## config.mk

```make
export PLATFORM = sky130hd
export DESIGN_NAME = ssc_regs
export DESIGN_NICKNAME = d
export VERILOG_FILES = /design/src/design/ssc_pkg.sv /design/src/design/ssc_regs.sv
export SDC_FILE = /design/constraint.sdc
export NUM_CORES = 1
export LEC_CHECK = 0
export BUFFER_PORTS_ARGS = -buffer_cell sky130_fd_sc_hd__buf_2
export CAP_MARGIN = 40
export CORE_UTILIZATION = 50
export CTS_CLUSTER_SIZE = 40
export DETAILED_ROUTE_END_ITERATION = 8
export PLACE_DENSITY = 0.75
export SETUP_SLACK_MARGIN = 0.3
export SYNTH_ARGS = -nofsm -noshare
export SYNTH_HDL_FRONTEND = slang
export SYNTH_SLANG_ARGS = --single-unit
```

## constraint.sdc

```tcl
create_clock -name pclk -period 4.25 [get_ports pclk]
set_clock_uncertainty 0.05 [all_clocks]
set_input_delay 0.85 -clock pclk [delete_from_list [all_inputs] [get_ports pclk]]
set_output_delay 0.85 -clock pclk [all_outputs]
set_load 0.1 [all_outputs]
```

## src/design/ssc_pkg.sv

```systemverilog
// Shared constants for the serial bus status, clock and frame block
package ssc_pkg;
	// Register byte offsets
	localparam logic [11:0] SSC_OFS_STAT2  = 12'h018;
	localparam logic [11:0] SSC_OFS_CKCFG  = 12'h01C;
	localparam logic [11:0] SSC_OFS_RISE   = 12'h020;
	localparam logic [11:0] SSC_OFS_FRAME  = 12'h080;
	// Reset values
	localparam logic [15:0] SSC_RST_CKCFG  = 16'h0000;
	localparam logic [5:0]  SSC_RST_RISE   = 6'h02;
	localparam logic [15:0] SSC_RST_FRAME  = 16'h0000;
	// Second status register fields
	localparam int SSC_ST_CSUM_LSB  = 8;
	localparam int SSC_ST_DUAL      = 7;
	localparam int SSC_ST_HOST      = 6;
	localparam int SSC_ST_DEFA      = 5;
	localparam int SSC_ST_GCALL     = 4;
	localparam int SSC_ST_XMIT      = 2;
	localparam int SSC_ST_BUSY      = 1;
	localparam int SSC_ST_CTRL      = 0;
	// Clock configuration fields
	localparam int SSC_CK_FAST      = 15;
	localparam int SSC_CK_DUTY      = 14;
	localparam int SSC_CK_DIV_W     = 12;
	// Rise time field width
	localparam int SSC_RISE_W       = 6;
	// Frame monitor fields
	localparam int SSC_FM_RXR       = 15;
	localparam int SSC_FM_RXF       = 14;
	localparam int SSC_FM_TXR       = 13;
	localparam int SSC_FM_TXF       = 12;
	localparam int SSC_FM_RXLVL     = 9;
	localparam int SSC_FM_TXLVL     = 8;
	localparam int SSC_FM_IE_LSB    = 4;
	localparam int SSC_FM_TOEN      = 1;
	localparam int SSC_FM_EN        = 0;
	// Clock phase multipliers
	localparam logic [4:0]  SSC_MUL_STD_HI = 5'd1;
	localparam logic [4:0]  SSC_MUL_STD_LO = 5'd1;
	localparam logic [4:0]  SSC_MUL_D0_HI  = 5'd1;
	localparam logic [4:0]  SSC_MUL_D0_LO  = 5'd2;
	localparam logic [4:0]  SSC_MUL_D1_HI  = 5'd9;
	localparam logic [4:0]  SSC_MUL_D1_LO  = 5'd16;
	// Serial clock generator states
	typedef enum logic [1:0] {SSC_CK_IDLE, SSC_CK_HIGH, SSC_CK_LOW}
		ssc_ck_state_t;
endpackage

```

## src/design/ssc_regs.sv

```systemverilog
// Status, serial clock, rise time and frame monitor registers over APB
// Overview of operation
// - With checksum checking on, bits 15:8 of status show the checksum.
// - Bit 7 shows which own address matched; cleared by STOP, START, disable.
// - Bit 6 set on host header in target role; cleared by STOP, START, disable.
// - Bit 5 set on default device address; cleared by STOP, START, disable.
// - Bit 4 set on general call; cleared by STOP, START, disable.
// - Bit 2 shows transmitting; cleared by STOP, START, disable, lost arbitration.
// - Bit 1 shows bus activity; cleared after STOP.
// - Bit 0 set on generated START; cleared by STOP, disable, lost arbitration.
// - Clock config bit 15 selects standard or fast speed; fast_plus_enable forces fast speed whatever bit 15 holds.
// - Clock config bit 14 selects low/high ratio 2 or 16/9 in fast modes.
// - Standard speed: high and low each last divider clock periods.
// - Fast, duty 0: high divider periods, low twice divider periods.
// - Fast, duty 1: high nine times, low sixteen times divider periods.
// - Rise time register accepts half-word or word accesses.
// - Frame edge flags latch in bits 15 to 12; only written 0 clears.
// - Bits 9 and 8 show receive and transmit frame levels.
// - Bits 7 to 4 enable the four frame edge interrupts.
// - Frame monitor bit 1 enables frame timeout detection.
// - Frame monitor bit 0 enables the frame signal interface.
`timescale 1ns/10ps
module ssc_regs
	import ssc_pkg::*;
#(
	parameter int DIV_W = SSC_CK_DIV_W
) (
	// Clock and reset
	input  wire logic              pclk,
	input  wire logic              presetn,
	// APB slave
	input  wire logic              psel,
	input  wire logic              penable,
	input  wire logic              pwrite,
	input  wire logic [11:0]       paddr,
	input  wire logic [31:0]       pwdata,
	input  wire logic [3:0]        pstrb,
	output logic                   pready,
	output logic [31:0]            prdata,
	output logic                   pslverr,
	// Protocol core events and levels
	input  wire logic              interface_enable,
	input  wire logic              checksum_enable,
	input  wire logic [7:0]        checksum_value,
	input  wire logic              start_seen,
	input  wire logic              stop_seen,
	input  wire logic              start_generated,
	input  wire logic              arbitration_lost_flag,
	input  wire logic              addr_matched,
	input  wire logic              addr_matched_second,
	input  wire logic              host_header_det,
	input  wire logic              default_addr_det,
	input  wire logic              general_call_det,
	input  wire logic              role_update,
	input  wire logic              role_is_transmit,
	input  wire logic              fast_plus_enable,
	input  wire logic              clock_run,
	// Frame signal pins
	input  wire logic              rx_frame_pin,
	input  wire logic              tx_frame_pin,
	// Serial clock and configuration outputs
	output logic                   scl_drive_low,
	output logic [SSC_RISE_W-1:0]  rise_limit_field,
	output logic                   frame_timeout_enable,
	output logic                   frame_iface_enable,
	output logic                   irq
);

	// Status flags
	logic             second_addr_match_flag_q;
	logic             host_header_seen_q;
	logic             default_addr_seen_q;
	logic             general_call_seen_q;
	logic             transmitter_role_q;
	logic             bus_busy_flag_q;
	logic             controller_role_q;
	// Configuration
	logic             fast_sel_q;
	logic             duty_select_q;
	logic [DIV_W-1:0] clock_divider_q;
	logic [SSC_RISE_W-1:0] rise_q;
	logic [3:0]       frame_flag_q;
	logic [3:0]       frame_flag_d;
	logic [3:0]       frame_ie_q;
	logic             frame_to_en_q;
	logic             frame_en_q;
	// Frame synchronisers and edge history
	logic [1:0]       rx_sync_q;
	logic [1:0]       tx_sync_q;
	logic             rx_prev_q;
	logic             tx_prev_q;
	// Bus interface
	logic             pready_q;
	logic [31:0]      prdata_q;
	logic             pslverr_q;
	// Serial clock generator
	ssc_ck_state_t    ck_state_q;
	logic [DIV_W+4:0] ck_cnt_q;
	logic             scl_low_q;
	logic             irq_q;

	// Address decode
	wire sel_stat  = paddr == SSC_OFS_STAT2;
	wire sel_ckcfg = paddr == SSC_OFS_CKCFG;
	wire sel_rise  = paddr == SSC_OFS_RISE;
	wire sel_frame = paddr == SSC_OFS_FRAME;
	wire sel_any   = sel_stat | sel_ckcfg | sel_rise | sel_frame;
	wire setup     = psel & ~penable;
	wire commit    = psel & penable & pready_q;
	// Rise register takes only half-word or word writes
	wire rise_bad  = pwrite & sel_rise & (pstrb != 4'hF)
		& (pstrb != 4'h3) & (pstrb != 4'hC);
	wire req_err   = ~sel_any | rise_bad;
	wire wr_ok     = commit & pwrite & ~pslverr_q;
	wire wr_ck     = wr_ok & sel_ckcfg;
	wire wr_rise   = wr_ok & sel_rise & pstrb[0];
	wire wr_frame  = wr_ok & sel_frame;

	// Common clear events
	wire clr_ss    = start_seen | stop_seen | ~interface_enable;
	wire clr_role  = clr_ss | arbitration_lost_flag;
	wire clr_ctrl  = stop_seen | ~interface_enable
		| arbitration_lost_flag;

	// Frame level always visible, edges only watched while the frame interface is on
	wire rx_lvl    = rx_sync_q[1];
	wire tx_lvl    = tx_sync_q[1];
	wire [3:0] frame_edge = {4{frame_en_q}} & {
		rx_lvl & ~rx_prev_q,
		~rx_lvl & rx_prev_q,
		tx_lvl & ~tx_prev_q,
		~tx_lvl & tx_prev_q};

	// Read views
	wire [7:0]  csum_view = checksum_enable ? checksum_value : 8'h00;
	wire [31:0] stat_rd = {16'h0000, csum_view,
		second_addr_match_flag_q, host_header_seen_q,
		default_addr_seen_q, general_call_seen_q, 1'b0,
		transmitter_role_q, bus_busy_flag_q,
		controller_role_q};
	wire [31:0] ck_rd = {16'h0000, fast_sel_q, duty_select_q,
		{(14-DIV_W){1'b0}}, clock_divider_q};
	wire [31:0] rise_rd = {{(32-SSC_RISE_W){1'b0}}, rise_q};
	wire [31:0] frame_rd = {16'h0000, frame_flag_q, 2'b00,
		rx_lvl, tx_lvl, frame_ie_q, 2'b00,
		frame_to_en_q, frame_en_q};
	wire [31:0] rd_mux = sel_stat  ? stat_rd  :
		sel_ckcfg ? ck_rd    :
		sel_rise  ? rise_rd  :
		sel_frame ? frame_rd : 32'h0000_0000;

	// Writing 0 clears a flag, a new edge in the same cycle wins
	always_comb begin
		frame_flag_d = frame_flag_q;
		if (wr_frame & pstrb[1]) begin
			frame_flag_d = frame_flag_q
				& pwdata[SSC_FM_RXR:SSC_FM_TXF];
		end
		frame_flag_d = frame_flag_d | frame_edge;
	end

	// Phase lengths chosen by speed and duty
	wire fast_mode = fast_sel_q | fast_plus_enable;
	wire [4:0] mul_hi = ~fast_mode ? SSC_MUL_STD_HI :
		duty_select_q ? SSC_MUL_D1_HI : SSC_MUL_D0_HI;
	wire [4:0] mul_lo = ~fast_mode ? SSC_MUL_STD_LO :
		duty_select_q ? SSC_MUL_D1_LO : SSC_MUL_D0_LO;
	wire [DIV_W+4:0] len_hi = clock_divider_q * mul_hi;
	wire [DIV_W+4:0] len_lo = clock_divider_q * mul_lo;
	wire ck_go   = clock_run & controller_role_q
		& (clock_divider_q != '0);
	wire [DIV_W+4:0] ck_last_hi = len_hi - 1'b1;
	wire [DIV_W+4:0] ck_last_lo = len_lo - 1'b1;
	wire ck_end_hi = ck_cnt_q == ck_last_hi;
	wire ck_end_lo = ck_cnt_q == ck_last_lo;
	wire [DIV_W+4:0] ck_cnt_inc = ck_cnt_q + 1'b1;
	wire irq_d = |(frame_flag_q & frame_ie_q);

	// APB response
	always_ff @(posedge pclk or negedge presetn) begin
		if (!presetn) begin
			pready_q  <= 1'b0;
			prdata_q  <= 32'h0000_0000;
			pslverr_q <= 1'b0;
		end else begin
			pready_q  <= setup;
			pslverr_q <= setup & req_err;
			if (setup & ~pwrite) begin
				prdata_q <= rd_mux;
			end
		end
	end

	// Second address flag follows the last match
	always_ff @(posedge pclk or negedge presetn) begin
		if (!presetn) begin
			second_addr_match_flag_q <= 1'b0;
		end else if (addr_matched) begin
			second_addr_match_flag_q <= addr_matched_second;
		end else if (clr_ss) begin
			second_addr_match_flag_q <= 1'b0;
		end
	end

	always_ff @(posedge pclk or negedge presetn) begin
		if (!presetn) begin
			host_header_seen_q <= 1'b0;
		end else if (host_header_det & ~controller_role_q) begin
			host_header_seen_q <= 1'b1;
		end else if (clr_ss) begin
			host_header_seen_q <= 1'b0;
		end
	end

	always_ff @(posedge pclk or negedge presetn) begin
		if (!presetn) begin
			default_addr_seen_q <= 1'b0;
		end else if (default_addr_det) begin
			default_addr_seen_q <= 1'b1;
		end else if (clr_ss) begin
			default_addr_seen_q <= 1'b0;
		end
	end

	always_ff @(posedge pclk or negedge presetn) begin
		if (!presetn) begin
			general_call_seen_q <= 1'b0;
		end else if (general_call_det) begin
			general_call_seen_q <= 1'b1;
		end else if (clr_ss) begin
			general_call_seen_q <= 1'b0;
		end
	end

	always_ff @(posedge pclk or negedge presetn) begin
		if (!presetn) begin
			transmitter_role_q <= 1'b0;
		end else if (role_update) begin
			transmitter_role_q <= role_is_transmit;
		end else if (clr_role) begin
			transmitter_role_q <= 1'b0;
		end
	end

	always_ff @(posedge pclk or negedge presetn) begin
		if (!presetn) begin
			bus_busy_flag_q <= 1'b0;
		end else if (start_seen) begin
			bus_busy_flag_q <= 1'b1;
		end else if (stop_seen) begin
			bus_busy_flag_q <= 1'b0;
		end
	end

	always_ff @(posedge pclk or negedge presetn) begin
		if (!presetn) begin
			controller_role_q <= 1'b0;
		end else if (start_generated) begin
			controller_role_q <= 1'b1;
		end else if (clr_ctrl) begin
			controller_role_q <= 1'b0;
		end
	end

	// Clock configuration, byte lanes honoured
	always_ff @(posedge pclk or negedge presetn) begin
		if (!presetn) begin
			fast_sel_q      <= SSC_RST_CKCFG[SSC_CK_FAST];
			duty_select_q   <= SSC_RST_CKCFG[SSC_CK_DUTY];
			clock_divider_q <= SSC_RST_CKCFG[DIV_W-1:0];
		end else if (wr_ck) begin
			if (pstrb[1]) begin
				fast_sel_q    <= pwdata[SSC_CK_FAST];
				duty_select_q <= pwdata[SSC_CK_DUTY];
				clock_divider_q[DIV_W-1:8] <= pwdata[DIV_W-1:8];
			end
			if (pstrb[0]) begin
				clock_divider_q[7:0] <= pwdata[7:0];
			end
		end
	end

	always_ff @(posedge pclk or negedge presetn) begin
		if (!presetn) begin
			rise_q <= SSC_RST_RISE;
		end else if (wr_rise) begin
			rise_q <= pwdata[SSC_RISE_W-1:0];
		end
	end

	// Frame monitor control and flags
	always_ff @(posedge pclk or negedge presetn) begin
		if (!presetn) begin
			frame_flag_q  <= SSC_RST_FRAME[SSC_FM_RXR:SSC_FM_TXF];
			frame_ie_q    <= SSC_RST_FRAME[SSC_FM_IE_LSB+3:SSC_FM_IE_LSB];
			frame_to_en_q <= SSC_RST_FRAME[SSC_FM_TOEN];
			frame_en_q    <= SSC_RST_FRAME[SSC_FM_EN];
		end else begin
			frame_flag_q <= frame_flag_d;
			if (wr_frame & pstrb[0]) begin
				frame_ie_q <= pwdata[SSC_FM_IE_LSB+3:
					SSC_FM_IE_LSB];
				frame_to_en_q <= pwdata[SSC_FM_TOEN];
				frame_en_q    <= pwdata[SSC_FM_EN];
			end
		end
	end

	// Frame pins cross in through two flops
	always_ff @(posedge pclk or negedge presetn) begin
		if (!presetn) begin
			rx_sync_q <= 2'b00;
			tx_sync_q <= 2'b00;
			rx_prev_q <= 1'b0;
			tx_prev_q <= 1'b0;
		end else begin
			rx_sync_q <= {rx_sync_q[0], rx_frame_pin};
			tx_sync_q <= {tx_sync_q[0], tx_frame_pin};
			rx_prev_q <= rx_lvl;
			tx_prev_q <= tx_lvl;
		end
	end

	// Serial clock generator, high phase first
	always_ff @(posedge pclk or negedge presetn) begin
		if (!presetn) begin
			ck_state_q <= SSC_CK_IDLE;
			ck_cnt_q   <= '0;
			scl_low_q  <= 1'b0;
		end else if (!ck_go) begin
			ck_state_q <= SSC_CK_IDLE;
			ck_cnt_q   <= '0;
			scl_low_q  <= 1'b0;
		end else begin
			unique case (ck_state_q)
				SSC_CK_IDLE: begin
					ck_state_q <= SSC_CK_HIGH;
					ck_cnt_q   <= '0;
					scl_low_q  <= 1'b0;
				end
				SSC_CK_HIGH: begin
					if (ck_end_hi) begin
						ck_state_q <= SSC_CK_LOW;
						ck_cnt_q   <= '0;
						scl_low_q  <= 1'b1;
					end else begin
						ck_cnt_q <= ck_cnt_inc;
					end
				end
				SSC_CK_LOW: begin
					if (ck_end_lo) begin
						ck_state_q <= SSC_CK_HIGH;
						ck_cnt_q   <= '0;
						scl_low_q  <= 1'b0;
					end else begin
						ck_cnt_q <= ck_cnt_inc;
					end
				end
			endcase
		end
	end

	always_ff @(posedge pclk or negedge presetn) begin
		if (!presetn) begin
			irq_q <= 1'b0;
		end else begin
			irq_q <= irq_d;
		end
	end

	assign pready               = pready_q;
	assign prdata               = prdata_q;
	assign pslverr              = pslverr_q;
	assign scl_drive_low        = scl_low_q;
	assign rise_limit_field     = rise_q;
	assign frame_timeout_enable = frame_to_en_q;
	assign frame_iface_enable   = frame_en_q;
	assign irq                  = irq_q;

endmodule

```

# ---- Word-level counts from Yosys, hierarchy flattened
# Index checks and enable logic that the tools add are counted.
# Widths: inputs -> output; s select.
dict set report totals {
  ff_bits 98
}
dict set report op_classes {
  addsub 3
  reduce_logical 13
  muxes 33
  multipliers 2
  n_eq_ne 13
  bitwise_logic 48
}
# op count
set ops {}
lappend ops {{$mux 16} 4}
lappend ops {{$mux 17} 3}
lappend ops {{$pmux 17 s3} 1}
lappend ops {{$eq 17x17->1} 2}
lappend ops {{$and 1x1->1} 24}
lappend ops {{$eq 12x5->1 const B} 2}
lappend ops {{$add 17x1->17 const B} 1}
lappend ops {{$mul 12x5->17} 1}
lappend ops {{$sub 16x1->17 const B} 1}
lappend ops {{$sub 17x1->17 const B} 1}
lappend ops {{$mul 12x4->16} 1}
lappend ops {{$mux 1} 14}
lappend ops {{$reduce_bool 2->1} 7}
lappend ops {{$and 4x4->4} 3}
lappend ops {{$eq 12x6->1 const B} 1}
lappend ops {{$eq 12x8->1 const B} 1}
lappend ops {{$mux 4} 3}
lappend ops {{$reduce_bool 12->1} 1}
lappend ops {{$mux 5} 2}
lappend ops {{$not 1->1} 10}
lappend ops {{$or 1x1->1} 10}
lappend ops {{$mux 8} 1}
lappend ops {{$ne 4x4->1 const B} 2}
lappend ops {{$mux 2} 3}
lappend ops {{other kinds (10)} 13}

# ---- Depth between registers and ports, before layout
# Gate-level depths: netlist (run 1).
dict set report depth {
  ltp_word 8
  depth_mapped 21
  depth_no_buf 17
}

# ---- Worst setup path after synthesis (run 1)
# No wires, ideal clock.
dict set report synth_timing {
  path_type {in2reg}
  from {in fast_plus_enable}
  to {reg ck_cnt_q[10]}
  setup_slack_ns -0.863
  cell_stages 20
  arrival_ns 4.940
  required_ns 4.077
  setup_time_ns 0.123
  path_buffers 4
  cell_sequence {buf_4 > nor2_1 > clkbuf_1 > nor3_1 > ha_1 > fa_1 > inv_1 > fa_1 > inv_1 > ha_1 > buf_2 > a21o_1 > nor2b_4 > o21a_1 > a2111o_1 > a21oi_1 > nand4_1 > nand2_1 > buf_4 > a21oi_2}
}
dict set report synth_between {
  elab_chain_len 8
}
# element line
set synth_lines {}
lappend synth_lines {{from (decl)} ssc_regs.sv:56} ;# input wire logic fast_plus_enable,
lappend synth_lines {{$or 1x1->1 *} ssc_regs.sv:163} ;# wire fast_mode = fast_sel_q | fast_plus_enable;
lappend synth_lines {{$mux 5 / $mux 4 (equally long branches)} {ssc_regs.sv:166, ssc_regs.sv:164}}
lappend synth_lines {{$mul 12x5->17 / $mul 12x4->16 (equally long branches)} {ssc_regs.sv:169, ssc_regs.sv:168}}
lappend synth_lines {{$sub 17x1->17 / $sub 16x1->17 (equally long branches)} {ssc_regs.sv:173, ssc_regs.sv:172}}
lappend synth_lines {{$eq 17x17->1 (on tied branches)} {ssc_regs.sv:175, ssc_regs.sv:174}}
lappend synth_lines {{$mux 17 (on tied branches)} {ssc_regs.sv:351, ssc_regs.sv:342}}
lappend synth_lines {{$pmux 17 s3 *} ssc_regs.sv:335} ;# unique case (ck_state_q)
lappend synth_lines {{$mux 17 *} ssc_regs.sv:330} ;# end else if (!ck_go) begin
lappend synth_lines {{to (signal assigned)} ssc_regs.sv:347} ;# ck_cnt_q <= ck_cnt_inc;
lappend synth_lines {{to (signal assigned)} ssc_regs.sv:356} ;# ck_cnt_q <= ck_cnt_inc;
lappend synth_lines {{to (decl)} ssc_regs.sv:98} ;# logic [DIV_W+4:0] ck_cnt_q;
# Every way passes the cells marked *; elsewhere a longest branch is shown, timed or not.
# A chain may end at the register's enable or synchronous reset.

# ---- Worst setup path after layout (run 1)
dict set report layout_timing {
  from {in fast_plus_enable}
  to {reg ck_cnt_q[0]}
}
# The elaborated chain is that of the path after synthesis.

==> metrics.md, run 1 <==
| Metric | Value |
|---|---|
| Status | `finished, violations left` |
| Failing checks | `negative setup slack` |
| Peak VDD IR | `0.345 mV` |
| CP Class | `input port to flip-flop` |
| Share of cells above drive strength 1 | `35.5%` |
| Final WS setup | `-0.328 ns` |
| Final hold vios | `0` |
| CP Data Arrival Time | `4.77 ns` |
| Slew margin rel. | `56.7%` |
| Post-Route WL | `22,100 um` |
| Adder-cell area share of the yosys netlist | `18.1%` |
| Period utilisation layout | `108%` |
| Fill cell count | `1,089` |
| H-tree depth | `3` |
| Post-synth EDFFs | `0` |
| Total of warnings raised by yosys | `0` |
| First-pass GRT wire length | `35,800 um` |
| Routed vias | `7,098` |
| Simple-Gate Fraction of Synth Area | `15.9%` |
| Post-route ant nets | `0` |
| Die height | `124 um` |
| CP max stage delay | `0.49 ns` |
| Endpoint type of the worst setup path | `flip-flop` |
| Fmax | `218 MHz` |
| Min Tclk post-route | `4.58 ns` |
| Slew Viols, Final | `0` |
| Clk_lat worst skew | `0.35 ns` |
| Mux contribution to synthesized area | `4.93%` |
| # rows | `44` |
| Most common cell after layout, fill and taps aside | `buf_4` |
| Vias in the first global route | `7,333` |
| Antenna violations before repair | `0` |
| Post-DP HPWL | `16,600 um` |
| Main synth FF type | `dfrtp_1` |
| Drt pass-1 iters | `5` |
| Root buffer cell | `clkbuf_16` |
| RSZ-0062 raised after global routing | `true` |
| XOR/XNOR share of the synthesized area | `7.12%` |
| CP cell instances | `buf_6, nor2_4, nor2b_2, buf_12, nand2_1, inv_1, fa_1, fa_1, inv_1, ha_2, a21oi_2, o21ai_1, mux2_2, nand4_1, nor4_1, nand4_1, buf_6, nand2_4, buf_12, a2111oi_4` |
| # IOs | `122` |
| CTS sink count | `81` |
| Core area | `14,500 sq um` |
| Largest net degree at the start of global routing | `67` |
| Mean Syn Cell Area | `8.87 sq um` |
| GP Congestion | `0.945` |
| Clock-pin slew on the worst setup and hold paths | `0.06 ns` |
| Port-buffer cells | `89` |
| Die Wd | `124 um` |
| Leakage Power | `0.00494 uW` |
| Largest fanout on the critical path | `10` |
| CTS Buf Count | `9` |
| CP Data Required Time | `4.45 ns` |
| Syn Inst Count | `842` |
| Vias per inst | `5.66` |
| Maximum clock path buffer count | `2` |
| Commonest cells after routing, fill and taps aside | `buf_4, inv_1, buf_2` |
| Power density cells | `199 nW/um^2` |
| Cts hold-fix bufs | `0` |
| Die area | `15,400 sq um` |
| Slowest stage cell, crit path | `fa_1` |
| # DRC | `0` |
| Util after Layout | `68.9%` |
| Antenna cells | `0` |
| Mapped cell area | `7470 sq um` |
| Area growth from synthesis to layout | `34.1%` |
| Compound-cell area share of the yosys netlist | `17.0%` |
| Setup violators final | `19` |
| Yosys cell types | `81` |
| Nets | `1,233` |
| Grt total ovfl | `0` |
| Critical Path Start Type | `input port` |
| Initial Util | `51.4%` |
| Dpl cell area | `9110 sq um` |
| Slew @ Worst Pin | `0.648 ns` |
| Largest family of logic cells by synthesized area | `adder cells` |
| Total Routing Usage GR | `29.1%` |
| Fin Hold WS | `0.258 ns` |
| DR iter-0 viols | `425` |
| Ys async rst share | `100%` |
| Synth Register Bits | `81` |
| Cell area after layout | `10,000 sq um` |
| WL/cell | `17.6 um` |
| Hold WC Path Type | `input port to async pin` |
| Total of max-cap violations | `0` |
| CTS tree | `done` |
| Seq/Total Area, Yosys | `27.2%` |
final timing paths:
kind / from / end / slack (ns) / depth (start not counted)
worst max-delay path: fast_plus_enable / ck_cnt_q[0] / -0.33 / 20
worst min-delay path: presetn / ck_cnt_q[14] / 0.26 / 1
worst max register to register: fast_sel_q / ck_cnt_q[0] / -0.18 / 19
worst min register to register: rx_sync_q[0] / rx_sync_q[1] / 0.30 / 0
max in group asynchronous: presetn / prdata[6] / 3.14 / 3
min in group pclk: rx_sync_q[0] / rx_sync_q[1] / 0.30 / 0
sequential cells by signal, summed over array words and instances, names as in the netlist, 4 cells and up:
name and cells:
ck_cnt_q 17, clock_divider_q 12, frame_flag_q 4, frame_ie_q 4
prdata 16, rise_limit_field 6
report_power, final:
group	switching, uW	internal (uW)	total, uW
sequential	18.0	800	818
clock	345	478	823
combinational	294	62.2	356
cell usage after synthesis, types with 6 or more instances:
cell type	number	share of area [%]
nor3_1	32	2.1
nor2_1	37	1.9
clkbuf_1	15	0.75
and2_1	9	0.75
xor2_1	21	2.5
nand4_1	11	0.92
o21a_1	8	0.80
buf_4	20	2.0
a21o_1	12	1.2
a31oi_1	14	1.2
nand3_1	22	1.5
and3_1	9	0.75
o22ai_1	6	0.50
mux2_1	6	0.90
buf_2	13	0.87
ha_1	63	11
nand2_1	73	3.7
o21ai_0	19	1.3
mux2_2	24	3.6
nor2b_1	7	0.59
a22oi_1	18	1.8
a21oi_2	12	1.4
a21oi_1	43	2.9
fa_1	28	7.5
xnor2_1	36	4.2
dfrtp_1	80	27
inv_1	114	5.7
per-stage QoR:
| step | std cells | power [uW] | TNS (ns) | setup WS, ns |
|---|---|---|---|---|
| after floorplan | 857 | 1100 | -7.00 | -0.432 |
| after global placement | 1221 | 1180 | -11.76 | -0.699 |
| after detailed placement | 1223 | 1180 | -13.43 | -0.810 |
| after CTS | 1248 | 2010 | -3.53 | -0.250 |
| after global routing | 1253 | 2050 | -6.72 | -0.437 |
| final | 1253 | 2000 | -3.94 | -0.328 |
logic make-up (layout without fill, tap and decap cells):
| kind of cell | count (synthesis) | in the layout |
|---|---|---|
| simple gates | 233 | 233 |
| compound gates | 180 | 180 |
| buf+inv | 164 | 376 |
| fa+ha+maj | 91 | 91 |
| flops | 81 | 81 |
| xor+xnor | 59 | 59 |
| mux | 33 | 33 |
| other cells | 1 | 16 |
layout make-up:
cell class	instances	area (sq um)	share of cell area (%)
multi-input combinational	612	5230	52.2
sequential	81	2030	20.2
timing repair buffer	246	1790	17.9
inverter	114	428	4.27
clock buffer	10	239	2.39
tap	184	230	2.30
clock inverter	6	73.8	0.737
routing by layer:
metal	routed length (um)	up-vias	global-route usage (%)
met3	1310	61	4.70
li1	-	3319	-
met1	8790	3424	34.8
met4	787	0	13.2
met5	0	-	0
met2	11200	294	51.1
worst max-delay path: cells and delay by family:
family | cells | cell delay, ns
AOI/OAI and AO/OA | 3 | 0.84
adders and majority gates | 3 | 1.37
and+or+nand+nor | 7 | 0.66
muxes | 1 | 0.40
buffers and inverters | 6 | 0.66
timing repair:
action / 4_1_cts / 5_1_grt
resized for setup: 49 / 29
gates cloned: 1 / 1
setup buffers: 8 / 4
pin swaps: 26 / 25
endpoints found under the setup margin: 19 / 19
(Power assumes the default switching activity.)
==> run 2: changes to the inputs <==
--- a/config.mk
+++ b/config.mk
@@ -7,10 +7,10 @@
 export LEC_CHECK = 0
 export BUFFER_PORTS_ARGS = -buffer_cell sky130_fd_sc_hd__buf_2
 export CAP_MARGIN = 40
-export CORE_UTILIZATION = 50
+export CORE_UTILIZATION = 44
 export CTS_CLUSTER_SIZE = 40
 export DETAILED_ROUTE_END_ITERATION = 8
-export PLACE_DENSITY = 0.75
+export PLACE_DENSITY = 0.67
 export SETUP_SLACK_MARGIN = 0.3
 export SYNTH_ARGS = -nofsm -noshare
 export SYNTH_HDL_FRONTEND = slang
==> run 2 against run 1 <==
  * The run still ends with negative setup slack left
  * Hold slack better by 0.042 ns
  * Total power fell by 1.2%
  * Final cell count is 1.5% higher
  * Fmax increased by 2.7%
  * Non-clock buffer count decreased by 17
  * Clock power shrank 2.7%
  * Setup slack improved by 0.12 ns
  * Routed wire length fell by 3.0%
  * Largest power group is now sequential cells
==> metrics.md, run 2 (synthesis gave the netlist of run 1 again) <==
| Metric | Value |
|---|---|
| Vias in the first global route | `6,918` |
| First-pass GRT wire length | `34,500 um` |
| Leakage Power | `0.00479 uW` |
| Die height | `132 um` |
| Hold WC Path Type | `flip-flop to flip-flop` |
| Setup violators final | `19` |
| Slew margin rel. | `47.2%` |
| GP Congestion | `0.918` |
| Status | `finished, violations left` |
| Clock-pin slew on the worst setup and hold paths | `0.07 ns` |
| Maximum clock path buffer count | `2` |
| Peak VDD IR | `0.382 mV` |
| Clock Power Share | `40.6%` |
| Total of max-cap violations | `0` |
| Commonest cells after routing, fill and taps aside | `buf_4, inv_1, buf_2` |
| Min Tclk post-route | `4.46 ns` |
| CP Data Arrival Time | `4.66 ns` |
| Nets | `1,216` |
| Sw Share | `35.1%` |
| Failing checks | `negative setup slack` |
| Tot Pwr | `1970 uW` |
| Most common cell after layout, fill and taps aside | `buf_4` |
| Root buffer cell | `clkbuf_16` |
| Slew Viols, Final | `0` |
| Post-DP HPWL | `16,300 um` |
| Post-route ant nets | `0` |
| Power share of the combinational group | `18.0%` |
| Final WS setup | `-0.207 ns` |
| R2R setup slack | `-0.08 ns` |
| CTS tree | `done` |
| Die area | `17,500 sq um` |
| Max FFs per register | `17` |
| Final hold vios | `0` |
| Placed insts | `1,248` |
| Antenna violations before repair | `0` |
| Clk_lat worst skew | `0.35 ns` |
| CTS Buf Count | `9` |
| CP Class | `input port to flip-flop` |
| Largest fanout on the critical path | `8` |
| Critical Path Start Type | `input port` |
| Cts hold-fix bufs | `0` |
| Area growth from synthesis to layout | `32.7%` |
| Period utilisation layout | `105%` |
| Share of cells above drive strength 1 | `35.5%` |
| Die Wd | `132 um` |
| CP Data Required Time | `4.45 ns` |
| Largest net degree at the start of global routing | `60` |
| # IOs | `122` |
| CTS sink count | `81` |
| Antenna cells | `0` |
| Sequential share of power | `41.4%` |
| Core area | `16,600 sq um` |
| # DRC | `0` |
| Slew @ Worst Pin | `0.792 ns` |
| # rows | `47` |
| Routed vias | `6,790` |
| Most flops, register | `ck_cnt_q` |
| Endpoint type of the worst setup path | `flip-flop` |
| Port-buffer cells | `89` |
| Grt total ovfl | `0` |
| Net Sw Power | `692 uW` |
| RSZ-0062 raised after global routing | `true` |
| Worst hold path cell count | `0` |
| Reg2Reg Depth | `18` |
| Vias per inst | `5.34` |
| Power density cells | `199 nW/um^2` |
| Int Pwr | `1280 uW` |
| DR iter-0 viols | `344` |
| Initial Util | `45.0%` |
| Fmax | `224 MHz` |
| WL/cell | `16.9 um` |
| H-tree depth | `3` |
| Post-Route WL | `21,400 um` |
| Drt pass-1 iters | `5` |
| Non-filler cells, final | `1,272` |
| Total Routing Usage GR | `24.8%` |
run 2: stage by stage:
stage | hold WS [ns] | instance area (sq um) | setup WS, ns | util (%) | setup TNS [ns]
after floorplan | 0.281 | 7610 | -0.432 | - | -7.00
after global placement | 0.282 | 9020 | -0.690 | 54.4 | -12.26
after detailed placement | 0.286 | 9030 | -0.751 | 54.5 | -12.80
after CTS | 0.302 | 9630 | -0.254 | 58.1 | -3.98
after global routing | 0.313 | 9910 | -0.336 | 59.7 | -5.21
final | 0.300 | 9910 | -0.207 | 59.7 | -2.70
run 2: cell type report:
type                            instances  area [sq um]
Fill cell                            1415          6680
Clock inverter                          7          76.3
Clock buffer                            9           225
Multi-Input combinational cell        612          5260
Sequential cell                        81          2030
Tap cell                              220           275
Inverter                              114           428
Timing Repair Buffer                  229          1610
run 2: repair_timing:
action / in CTS / in global routing
pin swaps: 30 / 32
cloned: 0 / 2
endpoints found under the setup margin: 19 / 19
hold endpoints to repair: 0 / 0
gates resized for setup: 50 / 39
setup buffers: 4 / 2
run 2: metal layers:
layer  wire, um  share of wire [%]  track usage [%]
met5          0                  0                0
met3       1120                5.2             4.73
met4        569                2.7             8.17
met2      10500                 49             42.2
met1       9260                 43             31.6
run 2: worst max-delay path, cell delays in order:
cell and delay [ns]:
buf_6 0.10, nor2_4 0.12, buf_12 0.14, nor2_4 0.04, and2_4 0.15, ha_4 0.25
inv_1 0.04, fa_2 0.35, fa_1 0.54, inv_2 0.05, ha_4 0.27, a21oi_4 0.19
o211ai_4 0.17, a2111o_1 0.48, o31ai_2 0.08, a31oi_1 0.06, nand4_1 0.10, buf_6 0.16
nand2_8 0.08, buf_12 0.16, a2111oi_4 0.27
run 2: power by group through the flow:
stage | clock network, uW | logic [uW] | registers [uW]
after global placement | 0 | 346 | 830
after floorplan | 0 | 113 | 990
after CTS | 811 | 355 | 816
after detailed placement | 0 | 349 | 830
after global routing | 842 | 372 | 820
final | 801 | 355 | 816
run 2: path summary, 6_finish.rpt:
check                                  from      endpoint
max                        fast_plus_enable   ck_cnt_q[0]
min                            tx_sync_q[0]  tx_sync_q[1]
max reg2reg                      fast_sel_q   ck_cnt_q[0]
min reg2reg                    tx_sync_q[0]  tx_sync_q[1]
max in group asynchronous           presetn       pslverr
min in group asynchronous           presetn  ck_cnt_q[10]
==> run 3: changes to the inputs <==
--- a/config.mk
+++ b/config.mk
@@ -10,8 +10,8 @@
 export CORE_UTILIZATION = 44
 export CTS_CLUSTER_SIZE = 40
 export DETAILED_ROUTE_END_ITERATION = 8
-export PLACE_DENSITY = 0.67
-export SETUP_SLACK_MARGIN = 0.3
+export PLACE_DENSITY = 0.65
+export SETUP_SLACK_MARGIN = 0.5
 export SYNTH_ARGS = -nofsm -noshare
 export SYNTH_HDL_FRONTEND = slang
 export SYNTH_SLANG_ARGS = --single-unit
==> run 3 against run 2 <==
  * The flow still finishes with violations (negative setup slack)
  * Setup slack worse by 0.18 ns
  * Fmax is 3.8% lower
  * Die area stayed put
  * Count of clock-buffer cells in the layout stayed put
  * Non-clock buffer count is 20 higher
  * Combinational power is 2% higher
  * Sequential share of layout area is 1.2 points lower
  * Largest cell class unchanged
==> metrics.md, run 3 (synthesis gave the netlist of run 1 again) <==
| Metric | Value |
|---|---|
| Die area | `17,500 sq um` |
| Failing checks | `negative setup slack` |
| Fill cell count | `1,307` |
| CP Data Required Time | `4.48 ns` |
| Largest net degree at the start of global routing | `63` |
| # IOs | `122` |
| Period utilisation layout | `109%` |
| Root buffer cell | `clkbuf_16` |
| Most flops, register | `ck_cnt_q` |
| DR iter-0 viols | `391` |
| Clk_lat worst skew | `0.35 ns` |
| Placed insts | `1,258` |
| Power share of the combinational group | `17.5%` |
| RSZ-0062 raised after global routing | `true` |
| Peak VDD IR | `0.314 mV` |
| Total Routing Usage GR | `26.2%` |
| Critical Path Start Type | `input port` |
| Leakage Power | `0.00499 uW` |
| Die Wd | `132 um` |
| Slew margin rel. | `43.2%` |
| # DRC | `0` |
| # rows | `47` |
| Total of max-cap violations | `0` |
| Core area | `16,600 sq um` |
| Nets | `1,236` |
| Routed vias | `7,030` |
| Int Pwr | `1390 uW` |
| Antenna cells | `0` |
| Maximum clock path buffer count | `2` |
| Min Tclk post-route | `4.63 ns` |
| CTS Buf Count | `9` |
| Worst r2r src | `fast_sel_q` |
| Cts hold-fix bufs | `0` |
| Worst flop-to-flop path endpoint | `ck_state_q[1]` |
| Power density cells | `196 nW/um^2` |
| Net Sw Power | `675 uW` |
| Vias per inst | `5.44` |
| Drt pass-1 iters | `5` |
| Hold WC Path Type | `flip-flop to flip-flop` |
| Most common cell after layout, fill and taps aside | `buf_4` |
| CP Data Arrival Time | `4.86 ns` |
| Total Neg Setup Slack | `-5.90 ns` |
| Final WS setup | `-0.383 ns` |
| Post-DP HPWL | `16,600 um` |
| Setup crit end | `ck_state_q[1]` |
| Post-route ant nets | `0` |
| Setup violators final | `19` |
| Worst setup path startpoint | `fast_plus_enable` |
| Share of cells above drive strength 1 | `40.4%` |
| CTS tree | `done` |
| Die height | `132 um` |
| Slew Viols, Final | `0` |
| Endpoint type of the worst setup path | `flip-flop` |
| CP Class | `input port to flip-flop` |
| Initial Util | `45.0%` |
| Antenna violations before repair | `0` |
| GP Congestion | `0.907` |
| Largest fanout on the critical path | `9` |
| Non-filler cells, final | `1,292` |
| Sw Share | `32.7%` |
| Vias in the first global route | `7,253` |
| H-tree depth | `3` |
| Reg2Reg Depth | `17` |
| WL/cell | `18.0 um` |
| Max FFs per register | `17` |
| Clock-pin slew on the worst setup and hold paths | `0.07 ns` |
| Slew @ Worst Pin | `0.852 ns` |
| Port-buffer cells | `89` |
| Post-Route WL | `23,300 um` |
| Final hold vios | `0` |
| CTS sink count | `81` |
| Util after Layout | `63.6%` |
| Fmax | `216 MHz` |
| First-pass GRT wire length | `36,100 um` |
| Grt total ovfl | `0` |
| Clock Power Share | `43.0%` |
| Status | `finished, violations left` |
| R2R setup slack | `-0.26 ns` |
| Sequential share of power | `39.5%` |
| Commonest cells after routing, fill and taps aside | `buf_4, inv_1, buf_2` |
| Area growth from synthesis to layout | `41.2%` |
-- run 3: cell count changes in the layout (fill, tap and decap cells not counted), sizes merged --
cell / previous run / this run
bufinv: 0 / 2
bufbuf: 0 / 1
buf: 227 / 247
clkinvlp: 0 / 1
inv: 119 / 118
clkbuf: 11 / 10
clkinv: 2 / 0
-- run 3: area by class of cell --
| type | count | area, sq um | share of cell area (%) |
|---|---|---|---|
| flip-flops and latches | 81 | 2030 | 19.2 |
| well taps | 220 | 275 | 2.61 |
| repair buffers | 249 | 1890 | 18.0 |
| inverters | 114 | 435 | 4.13 |
| clock inverters | 7 | 108 | 1.02 |
| clock buffers | 9 | 225 | 2.14 |
| multi-input cells | 612 | 5580 | 52.9 |
-- run 3: what timing repair did --
action                     CTS  global route
resized for setup          106            53
pin swaps                   33            17
buffers inserted             9             4
gates cloned                 4             1
setup endpoints to repair   19            19
-- run 3: per-stage QoR --
stage / total power, uW / hold slack [ns] / setup slack (ns) / instance area (sq um)
after CTS: 2080 / 0.308 / -0.250 / 10200
final: 2070 / 0.302 / -0.383 / 10500
after global routing: 2130 / 0.309 / -0.509 / 10500
after global placement: 1180 / 0.283 / -0.733 / 9110
after detailed placement: 1180 / 0.287 / -0.804 / 9120
after floorplan: 1100 / 0.281 / -0.432 / 7610
-- run 3: worst max-delay path, cell delays in order --
cell       delay [ns]
buf_8            0.11
buf_12           0.14
nor3_4           0.28
ha_4             0.25
fa_1             0.54
inv_1            0.06
fa_1             0.50
inv_2            0.05
ha_4             0.31
nand3_4          0.08
o211ai_4         0.33
a2111oi_4        0.12
a2111o_1         0.31
a21oi_2          0.13
nand4_1          0.14
buf_6            0.17
a211oi_4         0.26
o221a_1          0.21
-- run 3: how the worst min path moves through the flow --
stage,from,endpoint,cells after the start
final,tx_sync_q[0],tx_sync_q[1],0
after CTS,tx_sync_q[0],tx_sync_q[1],0
after global routing,rx_sync_q[0],rx_sync_q[1],0
after floorplan,rx_sync_q[0],rx_sync_q[1],0
after detailed placement,rx_sync_q[0],rx_sync_q[1],0
after global placement,rx_sync_q[0],rx_sync_q[1],0
-- run 3: metal layers --
layer,wire [um],GRT usage [%]
met1,9640,32.4
met2,11700,44.7
met3,1170,5.04
met4,790,11.1
met5,0,0
-- run 3: power groups by stage --
stage / logic [uW] / registers, uW / clock network, uW
after floorplan: 113 / 990 / 0
after global placement: 347 / 831 / 0
after detailed placement: 351 / 830 / 0
after CTS: 360 / 817 / 902
after global routing: 377 / 820 / 932
final: 361 / 817 / 889
